==> config.mk <==
export PLATFORM = sky130hd
export DESIGN_NAME = csf_charger_flags
export DESIGN_NICKNAME = d
export VERILOG_FILES = /design/src/inc/csf_pkg.sv /design/src/rtl/csf_hold_timer.sv /design/src/rtl/csf_charger_flags.sv
export VERILOG_INCLUDE_DIRS = /design/src /design/src/inc
export SDC_FILE = /design/constraint.sdc
export NUM_CORES = 1
export LEC_CHECK = 0
export BUFFER_PORTS_ARGS = -buffer_cell sky130_fd_sc_hd__buf_2
export CAP_MARGIN = 0
export CORE_MARGIN = 2
export CORE_UTILIZATION = 52
export DETAILED_ROUTE_END_ITERATION = 16
export PLACE_DENSITY_LB_ADDON = 0.25
export SLEW_MARGIN = 20
export SYNTH_ARGS = -nofsm -noshare
export SYNTH_HDL_FRONTEND = slang
export SYNTH_SLANG_ARGS = --single-unit
==> constraint.sdc <==
create_clock -name clk -period 4.39 [get_ports clk]
set_clock_uncertainty 0.1 [all_clocks]
set_input_delay 0.6585 -clock clk [delete_from_list [all_inputs] [get_ports clk]]
set_output_delay 0.6585 -clock clk [all_outputs]
set_load 0.03 [all_outputs]
==> src/inc/csf_defs.svh <==
// constants for the charger condition flags block
`ifndef CSF_DEFS_SVH
`define CSF_DEFS_SVH
// command codes
`define CSF_CMD_CONTROL 8'h12
`define CSF_CMD_STATUS 8'h13
`define CSF_CMD_VOLTAGE 8'h15
// status bit positions
`define CSF_BIT_DEPLETED 11
`define CSF_BIT_VOR 12
`define CSF_BIT_BAT_ABOVE 13
`define CSF_BIT_BAT_PRESENT 14
`define CSF_BIT_ADAPTER 15
// control fields
`define CSF_CTL_LEARN 4
`define CSF_CTL_DEP_LO 9
`define CSF_CTL_DEP_HI 11
// reset values
`define CSF_CONTROL_RST 16'h0000
`define CSF_VOLTAGE_RST 16'h0000
// voltage settings in mV
`define CSF_MV_WAKE 16'h2328
`define CSF_MV_3C_LO 16'h2ee0
`define CSF_MV_3C_HI 16'h3840
`define CSF_MV_4C_LO 16'h3e80
`define CSF_MV_4C_HI 16'h4b00
`define CSF_CV_STEP_MASK 16'hfff0
`define CSF_CELLS_3 16'h0003
`define CSF_CELLS_4 16'h0004
// per-cell depleted level: base plus code times step
`define CSF_DEP_BASE_MV 16'h0b54
`define CSF_DEP_STEP_MV 16'h0064
// timing
`define CSF_CLK_KHZ 50000
`define CSF_BYPASS_DEGLITCH_MS 8
`define CSF_ALERT_DELAY_MS 8
`define CSF_BYPASS_CYCLES (`CSF_BYPASS_DEGLITCH_MS * `CSF_CLK_KHZ)
`define CSF_ALERT_CYCLES (`CSF_ALERT_DELAY_MS * `CSF_CLK_KHZ)
`endif

==> src/inc/csf_pkg.sv <==
// types shared by the charger condition flags block
package csf_pkg;
  // comparator and converter results from the analog front end
  typedef struct packed {
    logic [15:0] bat_mv;
    logic adapter_above_trip;
    logic adapter_above_por;
    logic vcc_above_por;
    logic bat_above_adapter;
    logic input_near_bat;
    logic input_recovered;
    logic thermistor_low;
  } csf_sense_t;
  // register access handed over by the serial engine
  typedef struct packed {
    logic wr;
    logic rd;
    logic [7:0] cmd;
    logic [15:0] wdata;
  } csf_reg_req_t;
  // switch, regulator and host-facing controls
  typedef struct packed {
    logic battery_switch_drive;
    logic adapter_switch_drive;
    logic input_bypass_switch;
    logic charge_enable;
    logic five_volt_reference;
    logic smbus_enable;
    logic alert;
    logic [15:0] vreg_mv;
  } csf_drive_t;
  // whole state of the top module
  typedef struct packed {
    logic [15:0] control;
    logic [15:0] voltage;
    logic [15:0] status;
    logic [15:0] rdata;
    csf_drive_t drv;
    logic alert_pending;
  } csf_state_t;
endpackage

==> src/rtl/csf_hold_timer.sv <==
// qualify timer: done rises once run has held for COUNT cycles
`timescale 1ns/100ps
module csf_hold_timer #(
  parameter int COUNT = 400000
) (
  input wire logic clk, // system clock
  input wire logic rst_n, // async reset, active low
  input wire logic run, // condition being qualified
  output logic done // high while qualified
);
  localparam int W = $clog2(COUNT + 1);

  typedef struct packed {
    logic [W-1:0] cnt;
    logic done;
  } csf_tmr_state_t;

  csf_tmr_state_t st_r;
  csf_tmr_state_t st_nxt;

  ////////////////////////////////////////////////////////////////
  // any drop of run restarts the count, so glitches never qualify
  always_comb begin
    st_nxt = st_r;
    if (!run) begin
      st_nxt.cnt = '0;
      st_nxt.done = 1'b0;
    end else if (st_r.cnt == W'(COUNT - 1)) begin
      st_nxt.done = 1'b1;
    end else begin
      st_nxt.cnt = st_r.cnt + W'(1);
    end
  end

  // state register
  always_ff @(posedge clk or negedge rst_n) begin
    if (!rst_n) begin
      st_r <= '0;
    end else begin
      st_r <= st_nxt;
    end
  end

  assign done = st_r.done;
endmodule

==> src/rtl/csf_charger_flags.sv <==
// upper status flags and autonomous power-path control of the charger
`timescale 1ns/100ps
`include "csf_defs.svh"
module csf_charger_flags import csf_pkg::*; #(
  parameter int BYPASS_CYCLES = `CSF_BYPASS_CYCLES,
  parameter int ALERT_CYCLES = `CSF_ALERT_CYCLES
) (
  input wire logic clk, // 50 MHz system clock
  input wire logic rst_n, // async reset, active low
  input wire csf_sense_t sense, // comparator results
  input wire csf_reg_req_t req, // register access
  output logic [15:0] reg_rdata, // read data, registered
  output csf_drive_t drv // switch and regulator drives
);
  csf_state_t st_r;
  csf_state_t st_nxt;

  logic por_ok;
  logic [15:0] cv_trunc;
  logic cv_wake;
  logic cv_over;
  logic cv_3c;
  logic cv_4c;
  logic cv_bad;
  logic [15:0] cells;
  logic [15:0] per_cell_mv;
  logic [15:0] thr_mv;
  logic depleted;
  logic learn;
  logic adapter;
  logic battery_in;
  logic adapter_sw;
  logic bypass_run;
  logic bypass_done;
  logic alert_run;
  logic alert_done;
  logic toggle;
  logic status_rd;

  ////////////////////////////////////////////////////////////////
  // recovery qualifier for the bypass switch
  assign bypass_run = sense.input_recovered & ~sense.input_near_bat;

  csf_hold_timer #(
    .COUNT(BYPASS_CYCLES)
  ) u_bypass_timer (
    .clk(clk),
    .rst_n(rst_n),
    .run(bypass_run),
    .done(bypass_done)
  );

  // alert delay; dropping run on done restarts it for the next toggle
  assign alert_run = st_r.alert_pending & ~alert_done;

  csf_hold_timer #(
    .COUNT(ALERT_CYCLES)
  ) u_alert_timer (
    .clk(clk),
    .rst_n(rst_n),
    .run(alert_run),
    .done(alert_done)
  );

  ////////////////////////////////////////////////////////////////
  // settings decode and flag evaluation
  always_comb begin
    st_nxt = st_r;
    // supplies gate the whole register side
    por_ok = sense.adapter_above_por & sense.vcc_above_por;
    adapter = sense.adapter_above_trip;
    battery_in = sense.thermistor_low;
    learn = st_r.control[`CSF_CTL_LEARN];

    // truncate to the converter step so the battery is never overdriven
    cv_trunc = st_r.voltage & `CSF_CV_STEP_MASK;
    cv_wake = st_r.voltage == `CSF_MV_WAKE;
    cv_over = st_r.voltage > `CSF_MV_4C_HI;
    cv_3c = (cv_trunc >= `CSF_MV_3C_LO) && (cv_trunc <= `CSF_MV_3C_HI);
    cv_4c = (cv_trunc >= `CSF_MV_4C_LO) && (cv_trunc <= `CSF_MV_4C_HI);
    cv_bad = ~(cv_wake | cv_over | cv_3c | cv_4c);

    // depleted level scales with the cell count of the setting
    cells = (cv_4c | cv_over) ? `CSF_CELLS_4 : `CSF_CELLS_3;
    per_cell_mv = `CSF_DEP_BASE_MV + 16'(st_r.control[`CSF_CTL_DEP_HI:`CSF_CTL_DEP_LO] * `CSF_DEP_STEP_MV);
    thr_mv = 16'(per_cell_mv * cells);
    depleted = sense.bat_mv < thr_mv;

    // live flags; the lower bits belong to other logic and read zero
    st_nxt.status = 16'h0000;
    st_nxt.status[`CSF_BIT_DEPLETED] = depleted;
    st_nxt.status[`CSF_BIT_VOR] = cv_bad | cv_over;
    st_nxt.status[`CSF_BIT_BAT_ABOVE] = sense.bat_above_adapter;
    st_nxt.status[`CSF_BIT_BAT_PRESENT] = battery_in;
    st_nxt.status[`CSF_BIT_ADAPTER] = adapter;

    // host writes; status writes fall through and are dropped
    if (!por_ok) begin
      st_nxt.control = `CSF_CONTROL_RST;
      st_nxt.voltage = `CSF_VOLTAGE_RST;
    end else if (req.wr) begin
      case (req.cmd)
        `CSF_CMD_CONTROL: begin
          st_nxt.control = req.wdata;
        end
        `CSF_CMD_VOLTAGE: begin
          st_nxt.voltage = req.wdata;
        end
        default: begin
        end
      endcase
    end

    // host reads; nothing answers while the supplies are low
    status_rd = por_ok & req.rd & (req.cmd == `CSF_CMD_STATUS);
    if (por_ok && req.rd) begin
      case (req.cmd)
        `CSF_CMD_CONTROL: begin
          st_nxt.rdata = st_r.control;
        end
        `CSF_CMD_STATUS: begin
          st_nxt.rdata = st_r.status;
        end
        `CSF_CMD_VOLTAGE: begin
          st_nxt.rdata = st_r.voltage;
        end
        default: begin
          st_nxt.rdata = 16'h0000;
        end
      endcase
    end

    // regulation target: wake-up level, clamp, nothing, or the truncated setting
    if (cv_wake) begin
      st_nxt.drv.vreg_mv = `CSF_MV_WAKE;
    end else if (cv_over) begin
      st_nxt.drv.vreg_mv = `CSF_MV_4C_HI;
    end else if (cv_bad) begin
      st_nxt.drv.vreg_mv = 16'h0000;
    end else begin
      st_nxt.drv.vreg_mv = cv_trunc;
    end

    // power path: adapter feeds system unless learning, or once depleted
    adapter_sw = adapter & (~learn | depleted);
    st_nxt.drv.adapter_switch_drive = adapter_sw;
    st_nxt.drv.battery_switch_drive = ~depleted & ~adapter_sw;

    // charge needs adapter, battery and a valid or clamped over-range setting
    st_nxt.drv.charge_enable = por_ok & adapter & battery_in & ~cv_bad;
    st_nxt.drv.five_volt_reference = adapter;
    st_nxt.drv.smbus_enable = por_ok;

    // bypass: cut without filtering, restore only after qualification
    if (sense.input_near_bat) begin
      st_nxt.drv.input_bypass_switch = 1'b0;
    end else if (bypass_done) begin
      st_nxt.drv.input_bypass_switch = 1'b1;
    end

    // any flag toggle with supplies good arms the alert; a new toggle wins over the fire
    toggle = por_ok & (st_nxt.status != st_r.status);
    st_nxt.alert_pending = toggle | (st_r.alert_pending & ~alert_done);
    // firing wins over a status read that clears it
    if (alert_done) begin
      st_nxt.drv.alert = 1'b1;
    end else if (status_rd) begin
      st_nxt.drv.alert = 1'b0;
    end
  end

  ////////////////////////////////////////////////////////////////
  // state register; outputs come straight from it
  always_ff @(posedge clk or negedge rst_n) begin
    if (!rst_n) begin
      st_r <= '0;
    end else begin
      st_r <= st_nxt;
    end
  end

  assign reg_rdata = st_r.rdata;
  assign drv = st_r.drv;
endmodule

Word-level counts from Yosys, hierarchy flattened
Cells that the tools add are included. Widths: inputs -> output; s select.

Logic and storage cells: 92. Register bits after elaboration: 117.

Reductions and logical operators: 7. Multiplexer cells: 19. Multiply operators: 2. Add/subtract/negate cells: 3. Eq/ne operators: 14. Bitwise operators: 24. Magnitude comparators: 6.

Operator list (count): $mux 16 (5); $mux 32 (2); $pmux 16 s3 (1); $mux 20 (2); $add 19x1->19 const B (2); $eq 19x19->1 const B (2); $mux 19 (2); $ge 16x14->1 const B (2); $eq 8x5->1 const B (3); $eq 16x14->1 const B (1); $gt 16x15->1 const B (1); $le 16x14->1 const B (1); $le 16x15->1 const B (1); $lt 16x16->1 (1); $mul 13x3->16 (1); $add 12x10->13 const A (1); $and 1x1->1 (11); $ne 2x2->1 const B (5); $mul 3x5->8 const B (1); $or 1x1->1 (7); $mux 1 (6); $not 1->1 (6); $ne 5x5->1 (1); $ne 2x1->1 const B (2); 4 further kinds (8).

Depth between registers and ports, before layout
Depth in word-level cells: 10. Depth in mapped cells: 22. Gate-level depth less buffers: 22.

Modules after synthesis
A second synthesis with hierarchy kept.

Cell total of the unflattened synthesis: 694. Area total of the unflattened synthesis: 6767.7 µm².

Modules (own cells, without submodules): csf_charger_flags (cells an instance 476, area an instance 4555.6 µm², instances 1); csf_hold_timer (cells an instance 109, area an instance 1106.1 µm², instances 2).

Worst setup path before layout
OpenSTA, ideal clock, no wires.

Path kind: reg-to-reg. From: register st_r, in the netlist cv_trunc[13]. To: register st_r[0] in the netlist's numbering. Stages on the path, launching flop included: 22. Data arrival time: 4.296 ns. Required time: 4.148 ns. Clock period less this slack: 4.538 ns. Setup slack: -0.148 ns. Cell sequence: dfrtp_1 > clkbuf_1 > nand4_1 > o21ai_1 > inv_2 > and2_1 > o21bai_1 > ha_1 > ha_1 > fa_1 > a21o_1 > a21oi_1 > nor2_1 > o21ai_0 > a21oi_1 > xor2_1 > ha_1 > a21o_1 > a211o_1 > a211o_1 > a31oi_1 > a32oi_1.

RTL lines: from (decl) (RTL line csf_charger_flags.sv:15) `csf_state_t st_r;`; from (signal assigned) (RTL line csf_charger_flags.sv:178) `st_r <= st_nxt;`.

==> summary.txt <==
Placed design
  • # port buffers: 84
  • GPL Wtd Cong: 0.8368
  • Dpl hpwl: approximately 10 mm
  • Setup WS pre-CTS: -0.1774 ns

Die
  • Die area: 13320 um^2
  • I/O pin count: 90
  • Starting Density: 53.50%
  • CORE AREA: 12060 um^2
  • Die span in x: 115.4 um
  • Core Rows: 40
  • Die Ht: 115.4 um

Clock network
  • CTS tree: yes
  • Clock Tree Buf Depth: 2
  • Max H-tree Level: 4
  • Worst-path clk slew: 0.05 ns
  • Clock tree sinks: 113
  • CTS Hold Bufs: 0
  • Clock buffer count from CTS: 17
  • Clock root buffer: clkbuf_16
  • Clock latency on the worst-skew pair: between 0.4 and 0.5 ns

Critical path
  • Crit path depth: 20
  • CP dominant cell by count: ha_1
  • Worst reg2reg startpoint: st_r[82]
  • Worst-path maximum fanout: 4
  • Crit-path cells: inv_1 > ha_1 > inv_1 > ha_2 > ha_4 > a21oi_2 > xnor2_1 > and2_1 > o21bai_1 > ha_1 > ha_4 > or3_4 > a41oi_2 > xnor2_1 > ha_1 > a21o_1 > a211o_1 > a211o_1 > a31oi_1 > a32oi_1
  • WP buf/inv: 2
  • Critical path class: flop to flop
  • Reg2reg path depth: 20
  • Max incr delay on CP: 0.39 ns
  • CP Capture Point: st_r[0]
  • Delay-heaviest family, CP: compound AO/OA/AOI/OAI gates
  • Worst EP arrival: 4.57 ns
  • Setup crit start: st_r[82]
  • FF-to-FF setup slack: -0.03 ns
  • Crit path capture type: flop
  • Worst path slowest cell: dfrtp_1
  • Critical Path RT: ~4.5 ns
  • Critical R2R Capture: st_r[0]
  • CP startpoint kind: flop

Worst hold path
  • Hold crit path type: input port to async pin

GRT
  • Global Route Usage Sum: 23.07%
  • Initial antenna violation count: 0
  • First-pass GRT wire length: 23.74 mm
  • Vias in the first global route: roughly 4900
  • Largest net degree at the start of global routing: 72
  • Total grt overflow: 0

Logic synthesis
  • FFs w/ async S/R, synth: 100.0%
  • Syn Area/Cell: roughly 9.6 um^2
  • Mapped Area: approximately 6500 um^2
  • Synth area leaders: dfrtp_1 44%, ha_1 8.3%, buf_4 4.8%, nand2_1 4.5%, nor2_1 3.8%
  • Post-Synthesis Cells: about 670
  • Synth cell count leaders: 113 x dfrtp_1, 78 x nand2_1, 66 x nor2_1, 43 x ha_1, 41 x buf_4
  • Yosys top cell area share: 43.82%
  • Synth area leader: dfrtp_1
  • Register area share after synthesis: 43.82%
  • Number of synthesized register bits: 113
  • Number of synthesized flops with an enable pin: 0
  • Number of warnings issued by yosys: 0
  • Synth cell types: 51
  • Main synth FF type: dfrtp_1
  • Most frequent cell after synthesis: dfrtp_1

Timing
  • Max-slew headroom: approximately two fifths
  • Setup ws final: -0.03087 ns
  • Tmin final: 4.421 ns
  • FMAX: 226.2 MHz
  • Unrepaired setup endpoints after global routing: yes
  • Final critical-path share of the clock period: 100.7%
  • Least-Margin Pin Slew: ~0.89 ns
  • Final hold violations: 0
  • Final setup viols: 1
  • Max-slew violations: 0

Cells and area
  • Area growth syn-to-layout: 19.57%
  • Nets: ~850
  • Number of diodes: 0
  • Proportion of layout cells with a drive suffix above 1: 24.08%
  • Post-layout util: 63.96%

Routing
  • Iter 0 DRT Violations: roughly 370
  • # DRC: 0
  • Via count: 5067
  • Detailed Route WL: 14.41 mm
  • Drt wl/cell: 15.46 um
  • Pre-Repair DR Iteration Count: 5
  • DRT antenna net count: 0
  • DR vias/cell: around 5.4

Pwr
  • Leak: 3.698 nW
  • Pwr per Cell Area: roughly 340 nW/um^2
  • Worst vdd ir: 0.3076 mV

Flow run
  • Max cap viols: 0

Run status
  • Status: finished, violations left
  • Failing checks: setup timing
[metrics by stage]
step / area (um^2) / hold WS (ns) / TNS, ns / power, mW / std cells
3_5_place_dp: 7000 / 0.3544 / -0.1774 / 1.174 / 899
5_1_grt: 7715 / 0.2876 / -0.5646 / 2.678 / 932
2_1_floorplan: 6495 / 0.2629 / 0 / 1.118 / 675
6_report: 7715 / 0.2687 / -0.03087 / 2.603 / 932
3_3_place_gp: 7000 / 0.3320 / -0.1078 / 1.170 / 899
4_1_cts: 7670 / 0.2842 / -0.01674 / 2.618 / 931
[per-layer routing]
layer / part of all wire [%] / vias up / track usage (%)
met5: 0 / - / 0
met4: 1.9 / 0 / 9.398
met3: 4.5 / 25 / 4.217
met2: 50 / 113 / 38.67
met1: 44 / 2475 / 29.58
li1: - / 2454 / -
[worst reg2reg max path, delay by kind of cell (launching register included)]
| family | cells | cell delay (ns) |
|---|---|---|
| XOR/XNOR | 2 | 0.23 |
| AO/OA/AOI/OAI | 8 | 1.47 |
| AND/OR/NAND/NOR | 2 | 0.49 |
| buffers and inverters | 2 | 0.10 |
| flip-flops | 1 | 0.39 |
| adder cells (fa/ha/maj) | 6 | 1.46 |
[sequential cells by signal, indices dropped and copies added, names as in the netlist]
register,count
reg_rdata,16
drv,19
u_bypass_timer.done,1
u_alert_timer.st_r,19
learn,1
u_alert_timer.done,1
st_r,25
u_bypass_timer.st_r,19
cv_trunc,12
[logic make-up (layout without fill, tap and decap cells)]
| group | Yosys count | after routing | share of synthesized area (%) |
|---|---|---|---|
| AO/OA/AOI/OAI | 125 | 125 | 11.77 |
| XOR/XNOR | 41 | 41 | 5.565 |
| adder cells (fa/ha/maj) | 44 | 44 | 8.649 |
| buffers and inverters | 83 | 172 | 7.466 |
| flip-flops | 113 | 113 | 43.82 |
| multiplexers | 24 | 24 | 3.820 |
| other | 1 | 4 | 0.05812 |
| AND/OR/NAND/NOR | 241 | 241 | 18.85 |
[cell usage in the layout (no fill, tap or decap), drive strengths merged, types with 4 or more instances in the layout]
cell,synthesis,final
and2,9,9
xor2,22,22
nand3,13,13
a21o,11,11
o21ai,35,35
nor2,66,66
xnor2,19,19
inv,15,15
o21bai,6,6
nor3,10,10
ha,43,43
a22oi,17,17
a31oi,7,7
a21oi,36,36
nor4b,5,5
nand4,11,11
dfrtp,113,113
bufinv,0,4
clkbuf,24,21
mux2,5,5
nor4bb,7,7
nand2b,5,5
buf,44,125
mux2i,19,19
conb,1,4
clkinv,0,5
and4,6,6
and3,13,13
or3,8,8
nand2,78,78
[worst min path at each step]
stage / startpoint / to / slack [ns] / depth (start not counted)
detailed placement: u_alert_timer.done / drv[16] / 0.35 / 1
CTS: sense[2] / drv[20] / 0.28 / 2
finish: rst_n / drv[20] / 0.27 / 1
global placement: u_alert_timer.done / drv[16] / 0.33 / 1
global route: sense[2] / drv[20] / 0.29 / 2
floorplan: rst_n / cv_trunc[10] / 0.26 / 0
[timing repair]
action / CTS / global route
setup buffers: 0 / 1
pin swaps: 14 / 6
endpoints found under the hold margin: 0 / 0
endpoints found under the setup margin: 1 / 4
resized for setup: 12 / 6
[layout make-up]
class / instances / area, um^2
flip-flops and latches: 113 / 2829
well taps: 168 / 210.2
fillers: 1003 / 4347
inverters: 15 / 56.30
multi-input cells: 479 / 3268
repair buffers: 125 / 730.7
clock inverters: 11 / 160.2
clock buffers: 21 / 460.4
[where the power goes]
group	leakage [nW]	switching [mW]	internal, mW
sequential	1.54	0.00358	1.05
combinational	1.86	0.0691	0.0364
clock	0.303	0.474	0.972
Note: power is estimated with default switching activity, not from simulation.
